<file path="config.mk">
export PLATFORM = sky130hd
export DESIGN_NAME = sadc_ctrl
export DESIGN_NICKNAME = d
export VERILOG_FILES = /design/src/verilog/sadc_prescaler.v /design/src/verilog/sadc_sar.v /design/src/verilog/sadc_ctrl.v
export VERILOG_INCLUDE_DIRS = /design/src /design/src/include
export SDC_FILE = /design/constraint.sdc
export NUM_CORES = 1
export LEC_CHECK = 0
export BUFFER_PORTS_ARGS = -buffer_cell sky130_fd_sc_hd__buf_2
export CAP_MARGIN = 20
export CORE_UTILIZATION = 43
export DETAILED_ROUTE_END_ITERATION = 10
export PLACE_DENSITY = 0.72
export SLEW_MARGIN = 15
export SYNTH_ARGS = -nofsm -noshare
export SYNTH_HDL_FRONTEND = slang
export SYNTH_SLANG_ARGS = --single-unit
</file>
<file path="constraint.sdc">
create_clock -name clk_i -period 3.4 [get_ports clk_i]
set_input_delay 0.68 -clock clk_i [delete_from_list [all_inputs] [get_ports clk_i]]
set_output_delay 0.68 -clock clk_i [all_outputs]
set_load 0.005 [all_outputs]
</file>
<file path="src/include/sadc_consts.vh">
`ifndef SADC_CONSTS_VH
`define SADC_CONSTS_VH

// ----------------------------------------------------------------
// Register byte addresses
// ----------------------------------------------------------------
`define SADC_OFF_CTRLA    8'h00
`define SADC_OFF_CTRLB    8'h04
`define SADC_OFF_CTRLC    8'h08
`define SADC_OFF_POSITIVE_INPUT_SELECT   8'h0C
`define SADC_OFF_COMMAND  8'h10
`define SADC_OFF_EVENT_CONTROL_REG   8'h14
`define SADC_OFF_INTERRUPT_FLAG_REG  8'h18
`define SADC_OFF_INTCLR   8'h1C
`define SADC_OFF_INTERRUPT_ENABLE_REG  8'h20
`define SADC_OFF_DEBUG_CONTROL_REG  8'h24
`define SADC_OFF_RES      8'h28

// ----------------------------------------------------------------
// Field positions
// ----------------------------------------------------------------
`define SADC_BIT_ENABLE   0
`define SADC_BIT_RES8     2
`define SADC_ACC_MSB      2
`define SADC_CLOCK_DIVIDER_SELECT_MSB    2
`define SADC_REF_MSB      5
`define SADC_REF_LSB      4
`define SADC_MUX_MSB      4
`define SADC_BIT_GO       0
`define SADC_BIT_EVSTART  0
`define SADC_BIT_RESULT_READY_FLAG   0
`define SADC_BIT_RUN_IN_DEBUG   0

// ----------------------------------------------------------------
// Reset values
// ----------------------------------------------------------------
`define SADC_RST_REF      2'h0
`define SADC_RST_CLOCK_DIVIDER_SELECT    3'h0
`define SADC_RST_ACC      3'h0
`define SADC_RST_MUX      5'h00

// ----------------------------------------------------------------
// Conversion timing in conversion clock cycles, and eight bit mode result shift
// ----------------------------------------------------------------
`define SADC_CONV_CYCLES  13
`define SADC_SAMPLE_STEP  2
`define SADC_RES8_SHIFT   2

`endif

</file>
<file path="src/verilog/sadc_prescaler.v">
`timescale 1ns/1ns
`default_nettype none

// Conversion clock prescaler: divide by 2 << divider select
module sadc_prescaler #(
    parameter SEL_W = 3,
    parameter CNT_W = 8
) (
    // Clock and reset
    input  wire             clk_i,
    input  wire             rst_i,
    // Control
    input  wire             run_i,
    input  wire             hold_i,
    input  wire [SEL_W-1:0] sel_i,
    // Conversion clock rising edge
    output wire             tick_o
);

    reg  [CNT_W-1:0] cnt_reg;
    wire [CNT_W-1:0] last;

    // Terminal count is divisor minus one, shift widened for top select
    assign last   = ({{(CNT_W-1){1'b0}}, 1'b1}
                     << ({1'b0, sel_i} + {{SEL_W{1'b0}}, 1'b1})) - 1'b1;
    assign tick_o = run_i & ~hold_i & (cnt_reg == last);

    // Counter held at zero when idle, frozen when halted
    always @(posedge clk_i) begin
        if (rst_i || !run_i) begin
            cnt_reg <= {CNT_W{1'b0}};
        end else if (!hold_i) begin
            if (cnt_reg == last) begin
                cnt_reg <= {CNT_W{1'b0}};
            end else begin
                cnt_reg <= cnt_reg + 1'b1;
            end
        end
    end

endmodule
`default_nettype wire

</file>
<file path="src/verilog/sadc_sar.v">
`timescale 1ns/1ns
`include "sadc_consts.vh"
`default_nettype none

// Successive approximation engine, one bit per conversion clock
module sadc_sar #(
    parameter W = 10
) (
    // Clock and reset
    input  wire         clk_i,
    input  wire         rst_i,
    input  wire         abort_i,
    // Sequencing
    input  wire         tick_i,
    input  wire         start_i,
    input  wire         comp_i,
    // Analog side and result
    output reg          sample_o,
    output reg  [W-1:0] trial_o,
    output reg          done_o,
    output reg  [W-1:0] code_o,
    output reg          busy_o
);

    localparam integer LAST_N  = `SADC_CONV_CYCLES - 1;
    localparam integer SAMPL_N = `SADC_SAMPLE_STEP;
    localparam [3:0]   LAST    = LAST_N[3:0];
    localparam [3:0]   SAMPL   = SAMPL_N[3:0];

    reg  [3:0]   step_reg;
    wire [3:0]   bit_idx;
    wire [W-1:0] one_hot;
    wire [W-1:0] keep;
    wire         resolving;

    assign bit_idx   = LAST - step_reg;
    assign one_hot   = {{(W-1){1'b0}}, 1'b1} << bit_idx;
    assign resolving = busy_o & (step_reg > SAMPL);
    // Keep or drop the trial bit by comparator answer
    assign keep      = comp_i ? trial_o : (trial_o & ~one_hot);

    // Thirteen steps: sample at step two, then MSB to LSB
    always @(posedge clk_i) begin
        sample_o <= 1'b0;
        done_o   <= 1'b0;
        if (rst_i || abort_i) begin
            busy_o   <= 1'b0;
            step_reg <= 4'h0;
            trial_o  <= {W{1'b0}};
            code_o   <= {W{1'b0}};
        end else if (tick_i) begin
            if (!busy_o && start_i) begin
                busy_o   <= 1'b1;
                step_reg <= 4'h0;
                trial_o  <= {W{1'b0}};
            end else if (busy_o) begin
                step_reg <= step_reg + 1'b1;
                if (step_reg == SAMPL) begin
                    sample_o <= 1'b1;
                    trial_o  <= {1'b1, {(W-1){1'b0}}};
                end else if (resolving) begin
                    trial_o <= keep | (one_hot >> 1);
                end
                if (step_reg == LAST) begin
                    busy_o  <= 1'b0;
                    done_o  <= 1'b1;
                    code_o  <= keep;
                    trial_o <= {W{1'b0}};
                end
            end
        end
    end

endmodule
`default_nettype wire

</file>
<file path="src/verilog/sadc_ctrl.v">
// Operation
// - Conversion clock from own peripheral clock prescaler
// - Debug halt stops converter unless debug run
// - Debug run bit keeps converter going
// - Reference select resets to internal reference
// - Go bit starts conversion, reads one while busy
// - Hardware clears go bit on completion
// - Channel change waits for running conversion end
// - Result from one or accumulated samples, flag
// - Interrupt needs result enable and global enable
// - Result flag sets even with interrupt disabled
// - Event start enable lets events trigger conversion
// - Event edge sets go bit, cleared at end
// - Codes span zero to two power n minus one
// - Start on next conversion clock rising edge
// - Conversion lasts thirteen conversion clock cycles
// - Result read or write one clears flag
`timescale 1ns/1ns
`include "sadc_consts.vh"
`default_nettype none

module sadc_ctrl #(
    parameter CODE_W = 10,
    parameter ACC_W  = 16,
    parameter DIV_W  = 8
) (
    // Clock and reset
    input  wire              clk_i,
    input  wire              rst_i,
    // Wishbone slave
    input  wire              cyc_i,
    input  wire              stb_i,
    input  wire              we_i,
    input  wire [7:0]        adr_i,
    input  wire [3:0]        sel_i,
    input  wire [31:0]       dat_i,
    output reg  [31:0]       dat_o,
    output reg               ack_o,
    // System inputs
    input  wire              event_i,
    input  wire              debug_halt_i,
    input  wire              gie_i,
    // Analog front end
    input  wire              comp_i,
    output reg               adc_on_o,
    output reg  [4:0]        mux_sel_o,
    output reg  [1:0]        ref_sel_o,
    output wire              sample_o,
    output wire [CODE_W-1:0] dac_code_o,
    // Interrupt
    output wire              irq_o
);

    // ------------------------------------------------------------
    // Sequencer states
    // ------------------------------------------------------------
    localparam [1:0] ST_IDLE = 2'h0;
    localparam [1:0] ST_WAIT = 2'h1;
    localparam [1:0] ST_CONV = 2'h2;

    // ------------------------------------------------------------
    // Declarations
    // ------------------------------------------------------------
    reg              enable_reg;
    reg              res8_reg;
    reg  [2:0]       acc_sel_reg;
    reg  [2:0]       clock_divider_select_reg;
    reg  [1:0]       ref_reg;
    reg  [4:0]       mux_reg;
    reg              go_reg;
    reg              go_next;
    reg              ev_start_reg;
    reg              flag_reg;
    reg              flag_next;
    reg              irq_en_reg;
    reg              dbg_run_reg;
    reg  [ACC_W-1:0] res_reg;
    reg  [ACC_W-1:0] acc_reg;
    reg  [6:0]       cnt_reg;
    reg  [1:0]       state_reg;
    reg  [1:0]       state_next;
    reg              event_d_reg;
    reg  [31:0]      rd_data;

    wire             bus_req;
    wire             wr_en;
    wire             rd_en;
    wire             halt;
    wire             tick;
    wire             sar_start;
    wire             sar_done;
    wire             sar_busy;
    wire [CODE_W-1:0] sar_code;
    wire [CODE_W-1:0] code_adj;
    wire [ACC_W-1:0] acc_sum;
    wire [6:0]       cnt_last;
    wire             last_sample;
    wire             finish;
    wire             ev_edge;
    wire             go_wr;
    wire             clr_wr;
    wire             res_rd;

    // ------------------------------------------------------------
    // Bus decode
    // ------------------------------------------------------------
    // One request per strobe, answered one cycle later
    assign bus_req = cyc_i & stb_i & ~ack_o;
    assign wr_en   = bus_req & we_i & sel_i[0];
    assign rd_en   = bus_req & ~we_i;

    // Go write honoured only while enabled
    assign go_wr  = wr_en & (adr_i == `SADC_OFF_COMMAND)
                  & dat_i[`SADC_BIT_GO] & enable_reg;
    assign clr_wr = wr_en & (adr_i == `SADC_OFF_INTCLR)
                  & dat_i[`SADC_BIT_RESULT_READY_FLAG];
    assign res_rd = rd_en & (adr_i == `SADC_OFF_RES);

    // ------------------------------------------------------------
    // Debug halt and event edge
    // ------------------------------------------------------------
    assign halt    = debug_halt_i & ~dbg_run_reg;
    // Rising edge of the routed event, only when enabled
    assign ev_edge = event_i & ~event_d_reg & ev_start_reg
                   & enable_reg & ~halt;

    // ------------------------------------------------------------
    // Conversion clock and SAR engine
    // ------------------------------------------------------------
    // Prescaler runs only while a conversion is pending
    sadc_prescaler #(
        .SEL_W (3),
        .CNT_W (DIV_W)
    ) u_clock_divider_select (
        .clk_i  (clk_i),
        .rst_i  (rst_i),
        .run_i  (enable_reg & go_reg),
        .hold_i (halt),
        .sel_i  (clock_divider_select_reg),
        .tick_o (tick)
    );

    assign sar_start = (state_reg == ST_WAIT);

    sadc_sar #(
        .W (CODE_W)
    ) u_sar (
        .clk_i    (clk_i),
        .rst_i    (rst_i),
        .abort_i  (~enable_reg),
        .tick_i   (tick),
        .start_i  (sar_start),
        .comp_i   (comp_i),
        .sample_o (sample_o),
        .trial_o  (dac_code_o),
        .done_o   (sar_done),
        .code_o   (sar_code),
        .busy_o   (sar_busy)
    );

    // ------------------------------------------------------------
    // Accumulation
    // ------------------------------------------------------------
    // Eight bit mode keeps the upper code bits, max 0xFF
    assign code_adj = res8_reg ? (sar_code >> `SADC_RES8_SHIFT)
                               : sar_code;
    assign acc_sum  = acc_reg + {{(ACC_W-CODE_W){1'b0}}, code_adj};
    assign cnt_last = (7'h01 << acc_sel_reg) - 7'h01;
    assign last_sample = (cnt_reg == cnt_last);
    assign finish   = (state_reg == ST_CONV) & sar_done
                    & last_sample;

    // ------------------------------------------------------------
    // Sequencer next state
    // ------------------------------------------------------------
    always @* begin
        state_next = state_reg;
        case (state_reg)
            ST_IDLE: begin
                if (go_reg) begin
                    state_next = ST_WAIT;
                end
            end
            ST_WAIT: begin
                if (tick) begin
                    state_next = ST_CONV;
                end
            end
            ST_CONV: begin
                if (sar_done) begin
                    state_next = last_sample ? ST_IDLE : ST_WAIT;
                end
            end
            default: begin
                state_next = ST_IDLE;
            end
        endcase
        if (!enable_reg) begin
            state_next = ST_IDLE;
        end
    end

    // ------------------------------------------------------------
    // Go bit and result flag next values
    // ------------------------------------------------------------
    always @* begin
        go_next = go_reg;
        if (finish || !enable_reg) begin
            go_next = 1'b0;
        end
        if (go_wr || ev_edge) begin
            go_next = enable_reg;
        end
        flag_next = flag_reg;
        if (clr_wr || res_rd) begin
            flag_next = 1'b0;
        end
        if (finish) begin
            flag_next = 1'b1;
        end
    end

    // ------------------------------------------------------------
    // Sequencer, accumulator and result
    // ------------------------------------------------------------
    always @(posedge clk_i) begin
        if (rst_i) begin
            state_reg   <= ST_IDLE;
            go_reg      <= 1'b0;
            flag_reg    <= 1'b0;
            acc_reg     <= {ACC_W{1'b0}};
            cnt_reg     <= 7'h00;
            res_reg     <= {ACC_W{1'b0}};
            event_d_reg <= 1'b0;
        end else begin
            state_reg   <= state_next;
            go_reg      <= go_next;
            flag_reg    <= flag_next;
            event_d_reg <= event_i;
            if (state_reg == ST_IDLE) begin
                acc_reg <= {ACC_W{1'b0}};
                cnt_reg <= 7'h00;
            end else if (sar_done) begin
                if (last_sample) begin
                    res_reg <= acc_sum;
                    acc_reg <= {ACC_W{1'b0}};
                    cnt_reg <= 7'h00;
                end else begin
                    acc_reg <= acc_sum;
                    cnt_reg <= cnt_reg + 7'h01;
                end
            end
        end
    end

    // ------------------------------------------------------------
    // Analog selections
    // ------------------------------------------------------------
    // Channel and reference locked while a conversion is pending
    always @(posedge clk_i) begin
        if (rst_i) begin
            mux_sel_o <= `SADC_RST_MUX;
            ref_sel_o <= `SADC_RST_REF;
            adc_on_o  <= 1'b0;
        end else begin
            adc_on_o <= enable_reg;
            if (!go_reg && enable_reg) begin
                mux_sel_o <= mux_reg;
                ref_sel_o <= ref_reg;
            end
        end
    end

    // ------------------------------------------------------------
    // Register writes
    // ------------------------------------------------------------
    always @(posedge clk_i) begin
        if (rst_i) begin
            enable_reg   <= 1'b0;
            res8_reg     <= 1'b0;
            acc_sel_reg  <= `SADC_RST_ACC;
            clock_divider_select_reg    <= `SADC_RST_CLOCK_DIVIDER_SELECT;
            ref_reg      <= `SADC_RST_REF;
            mux_reg      <= `SADC_RST_MUX;
            ev_start_reg <= 1'b0;
            irq_en_reg   <= 1'b0;
            dbg_run_reg  <= 1'b0;
        end else if (wr_en) begin
            if (adr_i == `SADC_OFF_CTRLA) begin
                enable_reg <= dat_i[`SADC_BIT_ENABLE];
                res8_reg   <= dat_i[`SADC_BIT_RES8];
            end else if (adr_i == `SADC_OFF_CTRLB) begin
                acc_sel_reg <= (dat_i[`SADC_ACC_MSB:0] > 3'h6)
                             ? 3'h6 : dat_i[`SADC_ACC_MSB:0];
            end else if (adr_i == `SADC_OFF_CTRLC) begin
                clock_divider_select_reg <= dat_i[`SADC_CLOCK_DIVIDER_SELECT_MSB:0];
                ref_reg   <= dat_i[`SADC_REF_MSB:`SADC_REF_LSB];
            end else if (adr_i == `SADC_OFF_POSITIVE_INPUT_SELECT) begin
                mux_reg <= dat_i[`SADC_MUX_MSB:0];
            end else if (adr_i == `SADC_OFF_EVENT_CONTROL_REG) begin
                ev_start_reg <= dat_i[`SADC_BIT_EVSTART];
            end else if (adr_i == `SADC_OFF_INTERRUPT_ENABLE_REG) begin
                irq_en_reg <= dat_i[`SADC_BIT_RESULT_READY_FLAG];
            end else if (adr_i == `SADC_OFF_DEBUG_CONTROL_REG) begin
                dbg_run_reg <= dat_i[`SADC_BIT_RUN_IN_DEBUG];
            end
        end
    end

    // ------------------------------------------------------------
    // Register reads
    // ------------------------------------------------------------
    always @* begin
        rd_data = 32'h0000_0000;
        if (adr_i == `SADC_OFF_CTRLA) begin
            rd_data[`SADC_BIT_ENABLE] = enable_reg;
            rd_data[`SADC_BIT_RES8]   = res8_reg;
        end else if (adr_i == `SADC_OFF_CTRLB) begin
            rd_data[`SADC_ACC_MSB:0] = acc_sel_reg;
        end else if (adr_i == `SADC_OFF_CTRLC) begin
            rd_data[`SADC_CLOCK_DIVIDER_SELECT_MSB:0] = clock_divider_select_reg;
            rd_data[`SADC_REF_MSB:`SADC_REF_LSB] = ref_reg;
        end else if (adr_i == `SADC_OFF_POSITIVE_INPUT_SELECT) begin
            rd_data[`SADC_MUX_MSB:0] = mux_reg;
        end else if (adr_i == `SADC_OFF_COMMAND) begin
            rd_data[`SADC_BIT_GO] = go_reg;
        end else if (adr_i == `SADC_OFF_EVENT_CONTROL_REG) begin
            rd_data[`SADC_BIT_EVSTART] = ev_start_reg;
        end else if (adr_i == `SADC_OFF_INTERRUPT_FLAG_REG) begin
            rd_data[`SADC_BIT_RESULT_READY_FLAG] = flag_reg;
        end else if (adr_i == `SADC_OFF_INTERRUPT_ENABLE_REG) begin
            rd_data[`SADC_BIT_RESULT_READY_FLAG] = irq_en_reg;
        end else if (adr_i == `SADC_OFF_DEBUG_CONTROL_REG) begin
            rd_data[`SADC_BIT_RUN_IN_DEBUG] = dbg_run_reg;
        end else if (adr_i == `SADC_OFF_RES) begin
            rd_data[ACC_W-1:0] = res_reg;
        end
    end

    // ------------------------------------------------------------
    // Bus answer
    // ------------------------------------------------------------
    // Every address acknowledged, unmapped reads give zero
    always @(posedge clk_i) begin
        if (rst_i) begin
            ack_o <= 1'b0;
            dat_o <= 32'h0000_0000;
        end else begin
            ack_o <= bus_req;
            if (rd_en) begin
                dat_o <= rd_data;
            end
        end
    end

    // ------------------------------------------------------------
    // Interrupt output
    // ------------------------------------------------------------
    assign irq_o = flag_reg & irq_en_reg & gie_i;

endmodule
`default_nettype wire

</file>
======== After elaboration in Yosys (flattened, before gate mapping) ========
Cells that the tools add are included.
storage, ports and cells
  register bits ........................... 122
  latch bits .............................. 0
  bits in writable memories ............... 0
  memory bits (read-only) ................. 0
  input bits .............................. 53
  output and inout port bits .............. 53
  word-level logic and storage cells ...... 194
  memories ................................ 0
operators by class
  $add $sub $neg .......................... 8
  multipliers ............................. 0
  divide/modulo/power cells ............... 0
  order comparisons ....................... 2
  equal/unequal tests ..................... 19
  shift-type cells ........................ 3
  multiplexer cells ....................... 59
  bitwise gates (word level) .............. 43
  reductions and logical operators ........ 32
operator list
  cell                    number
  $mux W16                11
  $mux W10                8
  $mux W15                5
  $eq A8 B5 Y1 const B    4
  $mux W13                2
  $and A1 B1 Y1           24
  $eq A8 B6 Y1 const B    3
  $mux W1                 19
  $add A16 B10 Y16        1
  $eq A8 B4 Y1 const B    2
  $not A1 Y1              16
  $reduce_and A3 Y1       4
  $mux W11                1
  $and A10 B10 Y10        1
  $not A10 Y10            1
  $or A10 B9 Y10          1
  $shl A1 B4 Y10 const A  1
  $mux W3                 3
  $add A8 B1 Y8 const B   1
  $eq A8 B3 Y1 const B    1
  $eq A8 B8 Y1            1
  $logic_not A8 Y1        1
  $mux W2                 4
  $mux W4                 2
  35 further kinds        49

======== Depth between registers and ports, before layout ========
Gate-level depths: netlist of run 1.
  depth after elaboration ................. 20
  gate-level depth with buffers ........... 13
  depth with buffers taken out ............ 9

======== Modules after synthesis ========
A second synthesis of run 1 with hierarchy kept.
unflattened totals
  cell total of the unflattened synthesis .. 789
  area total of the unflattened synthesis .. 6697.7 sq um
modules (own cells, without submodules)
  module          times used  cells each  area each (sq um)  sequential area each (sq um)
  sadc_ctrl       1           568         4695.8             1741.7
  sadc_sar        1           141         1353.8             540.5
  sadc_prescaler  1           80          648.1              160.2

======== Worst setup path before layout of run 1 ========
OpenSTA, ideal clock, no wires.
  path kind ............................... reg-to-reg
  from .................................... register res8_reg
  to ...................................... register res_reg[14]
  library setup time ...................... 79 ps
  arrival time ............................ 2589 ps
  required time ........................... 3321 ps
  slack ................................... 731 ps
  stages on the path, launching flop included .. 10
  buffers on the path ..................... 1
  clock period less this slack ............ 2669 ps
  path through ............................ dfxtp_1 > buf_1 > mux2_2 > ha_1 > a21o_1 > nand4_1 > a2111oi_0 > nor2_1 > xor2_1 > a211oi_2
on the way
  word-level cells in the longest chain between the ends .. 2
ends and longest elaborated chain
  element                 line             source
  from (decl)             sadc_ctrl.v:65   reg res8_reg;
  from (signal assigned)  sadc_ctrl.v:291  res8_reg <= dat_i[`SADC_BIT_RES8];
  $mux W10                sadc_ctrl.v:165  assign code_adj = res8_reg ? (sar_code >> `SADC_RES8_SHIFT)
  $add A16 B10 Y16        sadc_ctrl.v:167  assign acc_sum = acc_reg + {{(ACC_W-CODE_W){1'b0}}, code_adj};
  to (signal assigned)    sadc_ctrl.v:233  res_reg <= {ACC_W{1'b0}};
  to (signal assigned)    sadc_ctrl.v:245  res_reg <= acc_sum;
  to (decl)               sadc_ctrl.v:77   reg [ACC_W-1:0] res_reg;
No other way between the ends.
A chain may end at the register's enable or synchronous reset.

======== Final worst setup path of run 1 ========
Ends and elaborated chain as after synthesis.

==> results of run 1 <==
==> layout make-up <==
class                           count  area (µm²)
Clock buffer                       17         425
Inverter                           13        48.8
Sequential cell                   122        2440
Fill cell                        1432        7540
Tap cell                          211         264
Multi-Input combinational cell    620        4010
Timing Repair Buffer               75         413
Clock inverter                     14         180
==> logic make-up after synthesis <==
family / Yosys count
AOI/OAI and AO/OA: 215
xor gates and xnor gates: 33
DFF: 122
and+or+nand+nor: 297
muxes: 35
buffers and inverters: 83
other: 2
adders and majority gates: 23
==> placed cells by master (no fill, tap or decap), types with 6 or more instances in the layout <==
cell	count
o21ai_0	28
a221oi_1	6
nand2_1	72
and2_1	8
a211oi_1	15
clkbuf_16	17
a31oi_1	6
nor3_1	18
and4_1	8
and3_1	9
xnor2_1	13
nand4_1	13
buf_4	15
buf_2	60
mux2_2	8
ha_1	22
nor2_1	67
nand2b_1	12
nand3_1	40
dfxtp_1	122
inv_1	12
mux2i_1	27
o31ai_1	8
xor2_1	19
clkinv_2	7
o211ai_1	17
nor2b_1	11
o2bb2ai_1	10
nor4_1	8
conb_1	17
a22o_1	6
o21ai_1	12
a21oi_1	61
==> per-layer routing <==
metal | global-route usage (%) | share of wire [%]
met1 | 26.8 | 47
met4 | 7.40 | 2.0
met5 | 0 | 0
met2 | 32.3 | 46
met3 | 4.17 | 5.0
==> per-stage QoR <==
stage	hold slack [ns]	cell area (µm²)	total power [µW]	std cells	util (%)
final	0.451	7780	3380	1072	50.8
after global routing	0.473	7780	3480	1072	50.8
after CTS	0.452	7780	3400	1072	50.8
after detailed placement	0.445	7170	1550	1041	46.8
after global placement	0.441	7170	1550	1041	46.8
after floorplan	0.429	6860	1530	825	-
==> worst min-delay path: stages, from the launching register on <==
cell and delay (ns):
dfxtp_1 0.31, nand2_1 0.05, a21oi_1 0.05
==> worst paths after layout <==
| check | from | endpoint | slack, ns | cells past startpoint |
|---|---|---|---|---|
| max reg2reg | res8_reg$_SDFFE_PP0P_ | res_reg[14]$_SDFFE_PP0P_ | 0.42 | 8 |
| min | dat_o[13]$_SDFFE_PP0P_ | dat_o[13]$_SDFFE_PP0P_ | 0.45 | 2 |
| min reg2reg | dat_o[13]$_SDFFE_PP0P_ | dat_o[13]$_SDFFE_PP0P_ | 0.45 | 2 |
| max | res8_reg$_SDFFE_PP0P_ | res_reg[14]$_SDFFE_PP0P_ | 0.42 | 8 |
==> where the power goes <==
part	switching [µW]	total [µW]	internal, µW
sequential	1.44	1430	1430
combinational	56.4	82.2	25.8
clock	648	1860	1210
==> impl_metrics.env, run 1 <==
export IMPL_path_class="reg -> reg"
export IMPL_synth_xor_area_share_pct=4.36
export IMPL_crit_slowest_cell="a2111oi_0"
export IMPL_ys_top_cells_by_count="dfxtp_1, nand2_1, nor2_1, a21oi_1, nand3_1"
export IMPL_die_w_um=128
export IMPL_syn_instance_count=810
export IMPL_drive_gt1_share_pct=15.3
export IMPL_async_flop_share_pct=0
export IMPL_status="finished clean"
export IMPL_cp_end_kind="flop"
export IMPL_ys_flop_type="dfxtp_1"
export IMPL_post_cts_resized=0
export IMPL_grt_pass1_wl_um=26500
export IMPL_first_pass_iters=5
export IMPL_worst_slack_ns=0.421
export IMPL_synth_compound_area_share_pct=21.3
export IMPL_path_buf_inv=0
export IMPL_cap_violations=0
export IMPL_avgSynthCellArea_um2=8.39
export IMPL_dr_first_iter_drc_count=432
export IMPL_cts_sinks=122
export IMPL_synth_warnings=0
export IMPL_totalWireLength_um=16200
export IMPL_ant_nets=0
export IMPL_cpPeakStageDelay_ns=0.65
export IMPL_synth_edff_count=0
export IMPL_grt_max_degree=64
export IMPL_ios=106
export IMPL_grt_ovfl_total=0
export IMPL_grt_pass1_vias=5351
export IMPL_n_antenna_cell=0
export IMPL_period_share_pct=87.6
export IMPL_p_per_area_nw_per_um2=434
export IMPL_synth_area_leader_cell="dfxtp_1"
export IMPL_ys_ff_latch=122
export IMPL_dp_final_hpwl_um=11200
export IMPL_rsz0062_at_grt="false"
export IMPL_tritoncts="yes"
export IMPL_synth_top_family_by_area="simple AND/OR/NAND/NOR gates"
export IMPL_vias_per_cell=5.64
export IMPL_cp_required_ns=3.74
export IMPL_wl_per_cell_um=15.1
export IMPL_tightest_slew_ns=0.920
export IMPL_start_kind="flop"
export IMPL_die_area_um2=16300
export IMPL_track_usage_pct=20.2
export IMPL_slew_violations=0
export IMPL_area_delta_synth_final_pct=14.4
export IMPL_root_buffer="clkbuf_16"
export IMPL_relSlewSlack_pct=38.4
export IMPL_yosysMostFrequentCell="dfxtp_1"
export IMPL_ir_drop_uv=351
export IMPL_synthAdderAreaFrac_pct=4.34
export IMPL_leakage_uw=0.00299
export IMPL_arrival_ns=3.32
export IMPL_fin_tns_setup_ns=0
export IMPL_num_rows=45
export IMPL_muxShareOfSynthArea_pct=5.30
export IMPL_cp_top_family="compound AO/OA/AOI/OAI gates"
export IMPL_post_cts_setup_buffer_count=0
export IMPL_clk_latency_ns=0.42
export IMPL_synth_distinct_cells=75
export IMPL_pre_cts_slack_ns=0.510
export IMPL_yosysTopAreaCellShare_pct=35.9
export IMPL_synth_area_leaders="dfxtp_1, a21oi_1, ha_1, mux2i_1, nand2_1"
export IMPL_drc=0
export IMPL_grt_antenna_before_repair=0
export IMPL_yosysSeqAreaShare_pct=35.9
export IMPL_cts_buffers=17
export IMPL_portBuffers=60
export IMPL_ctsHtreeMaxLevel=4
export IMPL_period_minus_slack_ns=2.98
export IMPL_path_cells="mux2_2, ha_1, a21o_1, nand4_1, a2111oi_0, nor2_1, xor2_1, a211oi_2"
export IMPL_final_hold_violation_count=0
export IMPL_dr_total_vias=6050
export IMPL_initial_utilization_pct=44.4
export IMPL_cts_buffer_depth=2
export IMPL_holdCritPathClass="reg -> reg"
export IMPL_die_h_um=128
export IMPL_gp_congestion=0.861
export IMPL_max_freq_mhz=336
export IMPL_synth_simple_gate_area_share_pct=22.6
export IMPL_nets=925
export IMPL_cts_clk_slew_worst_paths_ns=0.05
export IMPL_setup_violations=0
export IMPL_netlist_area_um2=6800
export IMPL_coreArea_um2=15300
export IMPL_fin_worst_skew_ns=0.00860
export IMPL_hold_buffers=0
export IMPL_crit_fanout=12
Note: power is estimated with default switching activity, not from simulation.
==> run 2, diff against run 1 <==
--- a/config.mk
+++ b/config.mk
@@ -10,6 +10,7 @@
 export CAP_MARGIN = 20
 export CORE_UTILIZATION = 43
 export DETAILED_ROUTE_END_ITERATION = 10
+export MAX_ROUTING_LAYER = met4
 export PLACE_DENSITY = 0.72
 export SLEW_MARGIN = 15
 export SYNTH_ARGS = -nofsm -noshare
==> run 2 against run 1 <==
Clock skew is essentially flat. Cell area unchanged. Non-clock buffer count stayed put. Sequential share of layout area stayed put. Fmax shrank 0.27%. Combinational power is essentially flat. Sequential cell count unchanged. Power barely moved. Critical path depth is the same. Register-to-register slack hardly changed. Largest cell class unchanged. Highest routed layer unchanged.
==> impl_metrics.env, run 2 (synthesis results as in run 1) <==
export IMPL_arrival_ns=3.33
export IMPL_grt_max_degree=64
export IMPL_hp_start="dat_o[13]$_SDFFE_PP0P_"
export IMPL_r2r_slack_ns=0.41
export IMPL_initial_utilization_pct=44.4
export IMPL_root_buffer="clkbuf_16"
export IMPL_holdWs_ns=0.451
export IMPL_coreArea_um2=15300
export IMPL_cts_buffers=17
export IMPL_fin_tns_setup_ns=0
export IMPL_die_w_um=128
export IMPL_r2r_end="res_reg[14]$_SDFFE_PP0P_"
export IMPL_drive_gt1_share_pct=15.3
export IMPL_whs_path_depth=2
export IMPL_dp_final_hpwl_um=11200
export IMPL_die_area_um2=16300
export IMPL_fin_cells=1072
export IMPL_ir_drop_uv=350
export IMPL_max_freq_mhz=335
export IMPL_holdCritPathClass="reg -> reg"
export IMPL_register_area_um2=2440
export IMPL_post_cts_resized=0
export IMPL_portBuffers=60
export IMPL_r2r_cells=8
export IMPL_num_rows=45
export IMPL_final_cell_mix="dfxtp_1, nand2_1, nor2_1"
export IMPL_grt_pass1_wl_um=26600
export IMPL_cp_end_kind="flop"
export IMPL_clk_latency_ns=0.42
export IMPL_slew_violations=0
export IMPL_cts_buffer_depth=2
export IMPL_holdPathEnd="dat_o[13]$_SDFFE_PP0P_"
export IMPL_crit_fanout=12
export IMPL_path_class="reg -> reg"
export IMPL_p_per_area_nw_per_um2=434
export IMPL_dr_first_iter_drc_count=450
export IMPL_hold_buffers=0
export IMPL_rsz0062_at_grt="false"
export IMPL_start_kind="flop"
export IMPL_nets=925
export IMPL_final_hold_violation_count=0
export IMPL_grt_ovfl_total=0
export IMPL_wl_per_cell_um=15.1
export IMPL_placedCellCount=1041
export IMPL_final_common_cell="dfxtp_1"
export IMPL_drc=0
export IMPL_grt_pass1_vias=5346
export IMPL_area_delta_synth_final_pct=14.4
export IMPL_n_antenna_cell=0
export IMPL_ant_nets=0
export IMPL_pre_cts_slack_ns=0.510
export IMPL_tightest_slew_ns=0.929
export IMPL_gp_congestion=0.875
export IMPL_worst_slack_ns=0.413
export IMPL_ctsHtreeMaxLevel=4
export IMPL_multi_input_area_um2=4010
export IMPL_grt_antenna_before_repair=0
export IMPL_vias_per_cell=5.63
export IMPL_setup_violations=0
export IMPL_cp_required_ns=3.74
export IMPL_dr_total_vias=6037
export IMPL_ios=106
export IMPL_first_pass_iters=5
export IMPL_rr_startpoint="res8_reg$_SDFFE_PP0P_"
export IMPL_leakage_uw=0.00299
export IMPL_track_usage_pct=20.8
export IMPL_die_h_um=128
export IMPL_tritoncts="yes"
export IMPL_cts_clk_slew_worst_paths_ns=0.06
export IMPL_status="finished clean"
export IMPL_totalWireLength_um=16100
export IMPL_period_share_pct=87.9
export IMPL_cts_sinks=122
export IMPL_relSlewSlack_pct=37.8
export IMPL_nFillCells=1432
export IMPL_cap_violations=0
export IMPL_period_minus_slack_ns=2.99
export IMPL_post_cts_setup_buffer_count=0
export IMPL_fin_worst_skew_ns=0.00886
run 2: power breakdown:
group	internal (µW)	total [µW]	switching, µW
logic	25.8	82.1	56.4
clock network	1210	1860	646
registers	1430	1430	1.42
total	2670	3370	704
run 2: layout make-up:
| class | count | area share (%) |
|---|---|---|
| Clock buffer | 17 | 5.47 |
| Clock inverter | 14 | 2.32 |
| Inverter | 13 | 0.627 |
| Multi-Input combinational cell | 620 | 51.5 |
| Sequential cell | 122 | 31.4 |
| Tap cell | 211 | 3.39 |
| Timing Repair Buffer | 75 | 5.31 |
run 2: through the flow:
stage                     total power, µW  cell area (µm²)  util (%)
after floorplan                      1530             6860         -
after global placement               1550             7170      46.8
after detailed placement             1550             7170      46.8
after CTS                            3400             7780      50.8
after global routing                 3480             7780      50.8
final                                3370             7780      50.8
run 2: worst max-delay path by stage:
stage	from	endpoint	slack (ns)	cells after the start
2_1_floorplan	res8_reg$_SDFFE_PP0P_	res_reg[14]$_SDFFE_PP0P_	0.73	9
3_5_place_dp	res8_reg$_SDFFE_PP0P_	res_reg[14]$_SDFFE_PP0P_	0.51	8
3_3_place_gp	res8_reg$_SDFFE_PP0P_	res_reg[14]$_SDFFE_PP0P_	0.50	8
4_1_cts	res8_reg$_SDFFE_PP0P_	res_reg[14]$_SDFFE_PP0P_	0.49	8
6_report	res8_reg$_SDFFE_PP0P_	res_reg[14]$_SDFFE_PP0P_	0.41	8
5_1_grt	acc_sel_reg[2]$_SDFFE_PP0P_	res_reg[13]$_SDFFE_PP0P_	0.20	9
run 2: metal layers:
layer,global-route usage [%],wire length [µm]
met2,32.2,7460
met4,7.40,323
met5,-,0
met3,4.09,686
met1,27.0,7670
run 2: worst max-delay path, cell delays in order, from the launching register on:
cell and delay [ns]:
dfxtp_1 0.62, mux2_2 0.39, ha_1 0.33, a21o_1 0.16, nand4_1 0.16, a2111oi_0 0.66, nor2_1 0.18, xor2_1 0.19
a211oi_2 0.21
==> run 3, diff against run 2 <==
--- a/config.mk
+++ b/config.mk
@@ -8,10 +8,10 @@
 export LEC_CHECK = 0
 export BUFFER_PORTS_ARGS = -buffer_cell sky130_fd_sc_hd__buf_2
 export CAP_MARGIN = 20
-export CORE_UTILIZATION = 43
+export CORE_UTILIZATION = 55
 export DETAILED_ROUTE_END_ITERATION = 10
 export MAX_ROUTING_LAYER = met4
-export PLACE_DENSITY = 0.72
+export PLACE_DENSITY = 0.87
 export SLEW_MARGIN = 15
 export SYNTH_ARGS = -nofsm -noshare
 export SYNTH_HDL_FRONTEND = slang
==> run 3 against run 2 <==
Final cell count decreased by 6.2%. Critical path depth is the same. Clock power about the same. Sequential cell count unchanged. Highest routed layer unchanged. Sequential share of layout area grew 0.38 points. Global-route usage up 6.9 points. Critical endpoint is now u_sar.code_o[1]$_SDFFE_PP0P_. Count of clock-buffer cells in the layout increased by 5. Fmax is 3.1% lower.
==> impl_metrics.env, run 3 (synthesis results as in run 1) <==
export IMPL_rsz0062_at_grt="false"
export IMPL_period_minus_slack_ns=3.08
export IMPL_grt_antenna_before_repair=0
export IMPL_drive_gt1_share_pct=14.9
export IMPL_holdCritPathClass="reg -> reg"
export IMPL_arrival_ns=3.41
export IMPL_crit_path_start="clock_divider_select_reg[1]$_SDFFE_PP0P_"
export IMPL_finalPower_uw=3380
export IMPL_cts_clk_slew_worst_paths_ns=0.06
export IMPL_cts_buffer_depth=2
export IMPL_hold_buffers=0
export IMPL_die_h_um=113
export IMPL_initial_utilization_pct=56.6
export IMPL_max_freq_mhz=324
export IMPL_ios=106
export IMPL_start_kind="flop"
export IMPL_coreArea_um2=12000
export IMPL_fin_tns_setup_ns=0
export IMPL_vias_per_cell=6.27
export IMPL_grt_pass1_wl_um=27900
export IMPL_first_pass_iters=6
export IMPL_crit_fanout=13
export IMPL_pre_cts_slack_ns=0.484
export IMPL_worst_slack_ns=0.317
export IMPL_cp_end_kind="flop"
export IMPL_fin_worst_skew_ns=0.00688
export IMPL_setup_violations=0
export IMPL_path_cells="or3_1, ha_1, and4bb_2, a22oi_1, a211oi_2, and2_1, nand4_1, o2bb2ai_1"
export IMPL_ant_nets=0
export IMPL_hp_start="dat_o[8]$_SDFFE_PP0P_"
export IMPL_track_usage_pct=27.7
export IMPL_r2r_slack_ns=0.32
export IMPL_slew_violations=0
export IMPL_wl_per_cell_um=16.7
export IMPL_final_common_cell="dfxtp_1"
export IMPL_cpPeakStageDelay_ns=0.49
export IMPL_root_buffer="clkbuf_16"
export IMPL_nets=922
export IMPL_relSlewSlack_pct=33.9
export IMPL_rr_startpoint="clock_divider_select_reg[1]$_SDFFE_PP0P_"
export IMPL_drc=0
export IMPL_cp_top_family="simple AND/OR/NAND/NOR gates"
export IMPL_leakage_uw=0.00296
export IMPL_num_rows=40
export IMPL_post_cts_resized=0
export IMPL_cp_required_ns=3.72
export IMPL_grt_pass1_vias=5936
export IMPL_p_per_area_nw_per_um2=440
export IMPL_die_area_um2=12800
export IMPL_clk_latency_ns=0.41
export IMPL_die_w_um=113
export IMPL_cts_buffers=17
export IMPL_grt_ovfl_total=0
export IMPL_status="finished clean"
export IMPL_area_delta_synth_final_pct=13.0
export IMPL_dr_total_vias=6312
export IMPL_gp_congestion=0.938
export IMPL_period_share_pct=90.7
export IMPL_n_antenna_cell=0
export IMPL_path_buf_inv=0
export IMPL_cts_sinks=122
export IMPL_dr_first_iter_drc_count=736
export IMPL_grt_max_degree=64
export IMPL_portBuffers=60
export IMPL_dp_final_hpwl_um=11200
export IMPL_final_hold_violation_count=0
export IMPL_cap_violations=0
export IMPL_tritoncts="yes"
export IMPL_ir_drop_uv=326
export IMPL_holdWs_ns=0.450
export IMPL_nFillCells=935
export IMPL_totalWireLength_um=16800
export IMPL_final_cell_mix="dfxtp_1, nand2_1, nor2_1"
export IMPL_post_cts_setup_buffer_count=0
export IMPL_ctsHtreeMaxLevel=4
export IMPL_crit_slowest_cell="nand4_1"
export IMPL_path_class="reg -> reg"
export IMPL_tightest_slew_ns=0.987
-- run 3: through the flow --
step / instances / instance area, µm² / util [%]
detailed placement: 974 / 7070 / 58.9
CTS: 1006 / 7680 / 64.0
floorplan: 825 / 6860 / -
global route: 1006 / 7680 / 64.0
global placement: 974 / 7070 / 58.9
finish: 1006 / 7680 / 64.0
-- run 3: cell type report --
type / count / area, µm² / share of cell area, %
Tap cell: 147 / 184 / 2.39
Inverter: 13 / 48.8 / 0.635
Timing Repair Buffer: 72 / 390 / 5.08
Sequential cell: 122 / 2440 / 31.8
Multi-Input combinational cell: 620 / 4010 / 52.1
Clock buffer: 22 / 474 / 6.17
Clock inverter: 10 / 140 / 1.82
-- run 3: metal layers --
| layer | global-route usage, % | up-vias | share of wire (%) |
|---|---|---|---|
| li1 | - | 3004 | - |
| met2 | 44.6 | 305 | 47 |
| met1 | 34.0 | 2953 | 43 |
| met3 | 5.57 | 50 | 6.9 |
| met4 | 11.6 | 0 | 2.9 |
| met5 | - | - | 0 |
-- run 3: path summary, 6_finish.rpt --
| check | to | depth (start not counted) |
|---|---|---|
| hold reg to reg | dat_o[8]$_SDFFE_PP0P_ | 2 |
| setup / recovery | u_sar.code_o[1]$_SDFFE_PP0P_ | 8 |
| hold / removal | dat_o[8]$_SDFFE_PP0P_ | 2 |
| setup reg to reg | u_sar.code_o[1]$_SDFFE_PP0P_ | 8 |
-- run 3: tightest hold or removal path: stages (launching register included) --
cell     delay [ns]
dfxtp_1        0.31
nand2_1        0.05
a21oi_1        0.05
-- run 3: power breakdown --
group	internal, µW	leakage [µW]	total, µW	switching, µW
Clock	1210	0.000293	1870	655
Sequential	1430	0.000983	1430	1.51
Combinational	25.4	0.00169	82.9	57.6
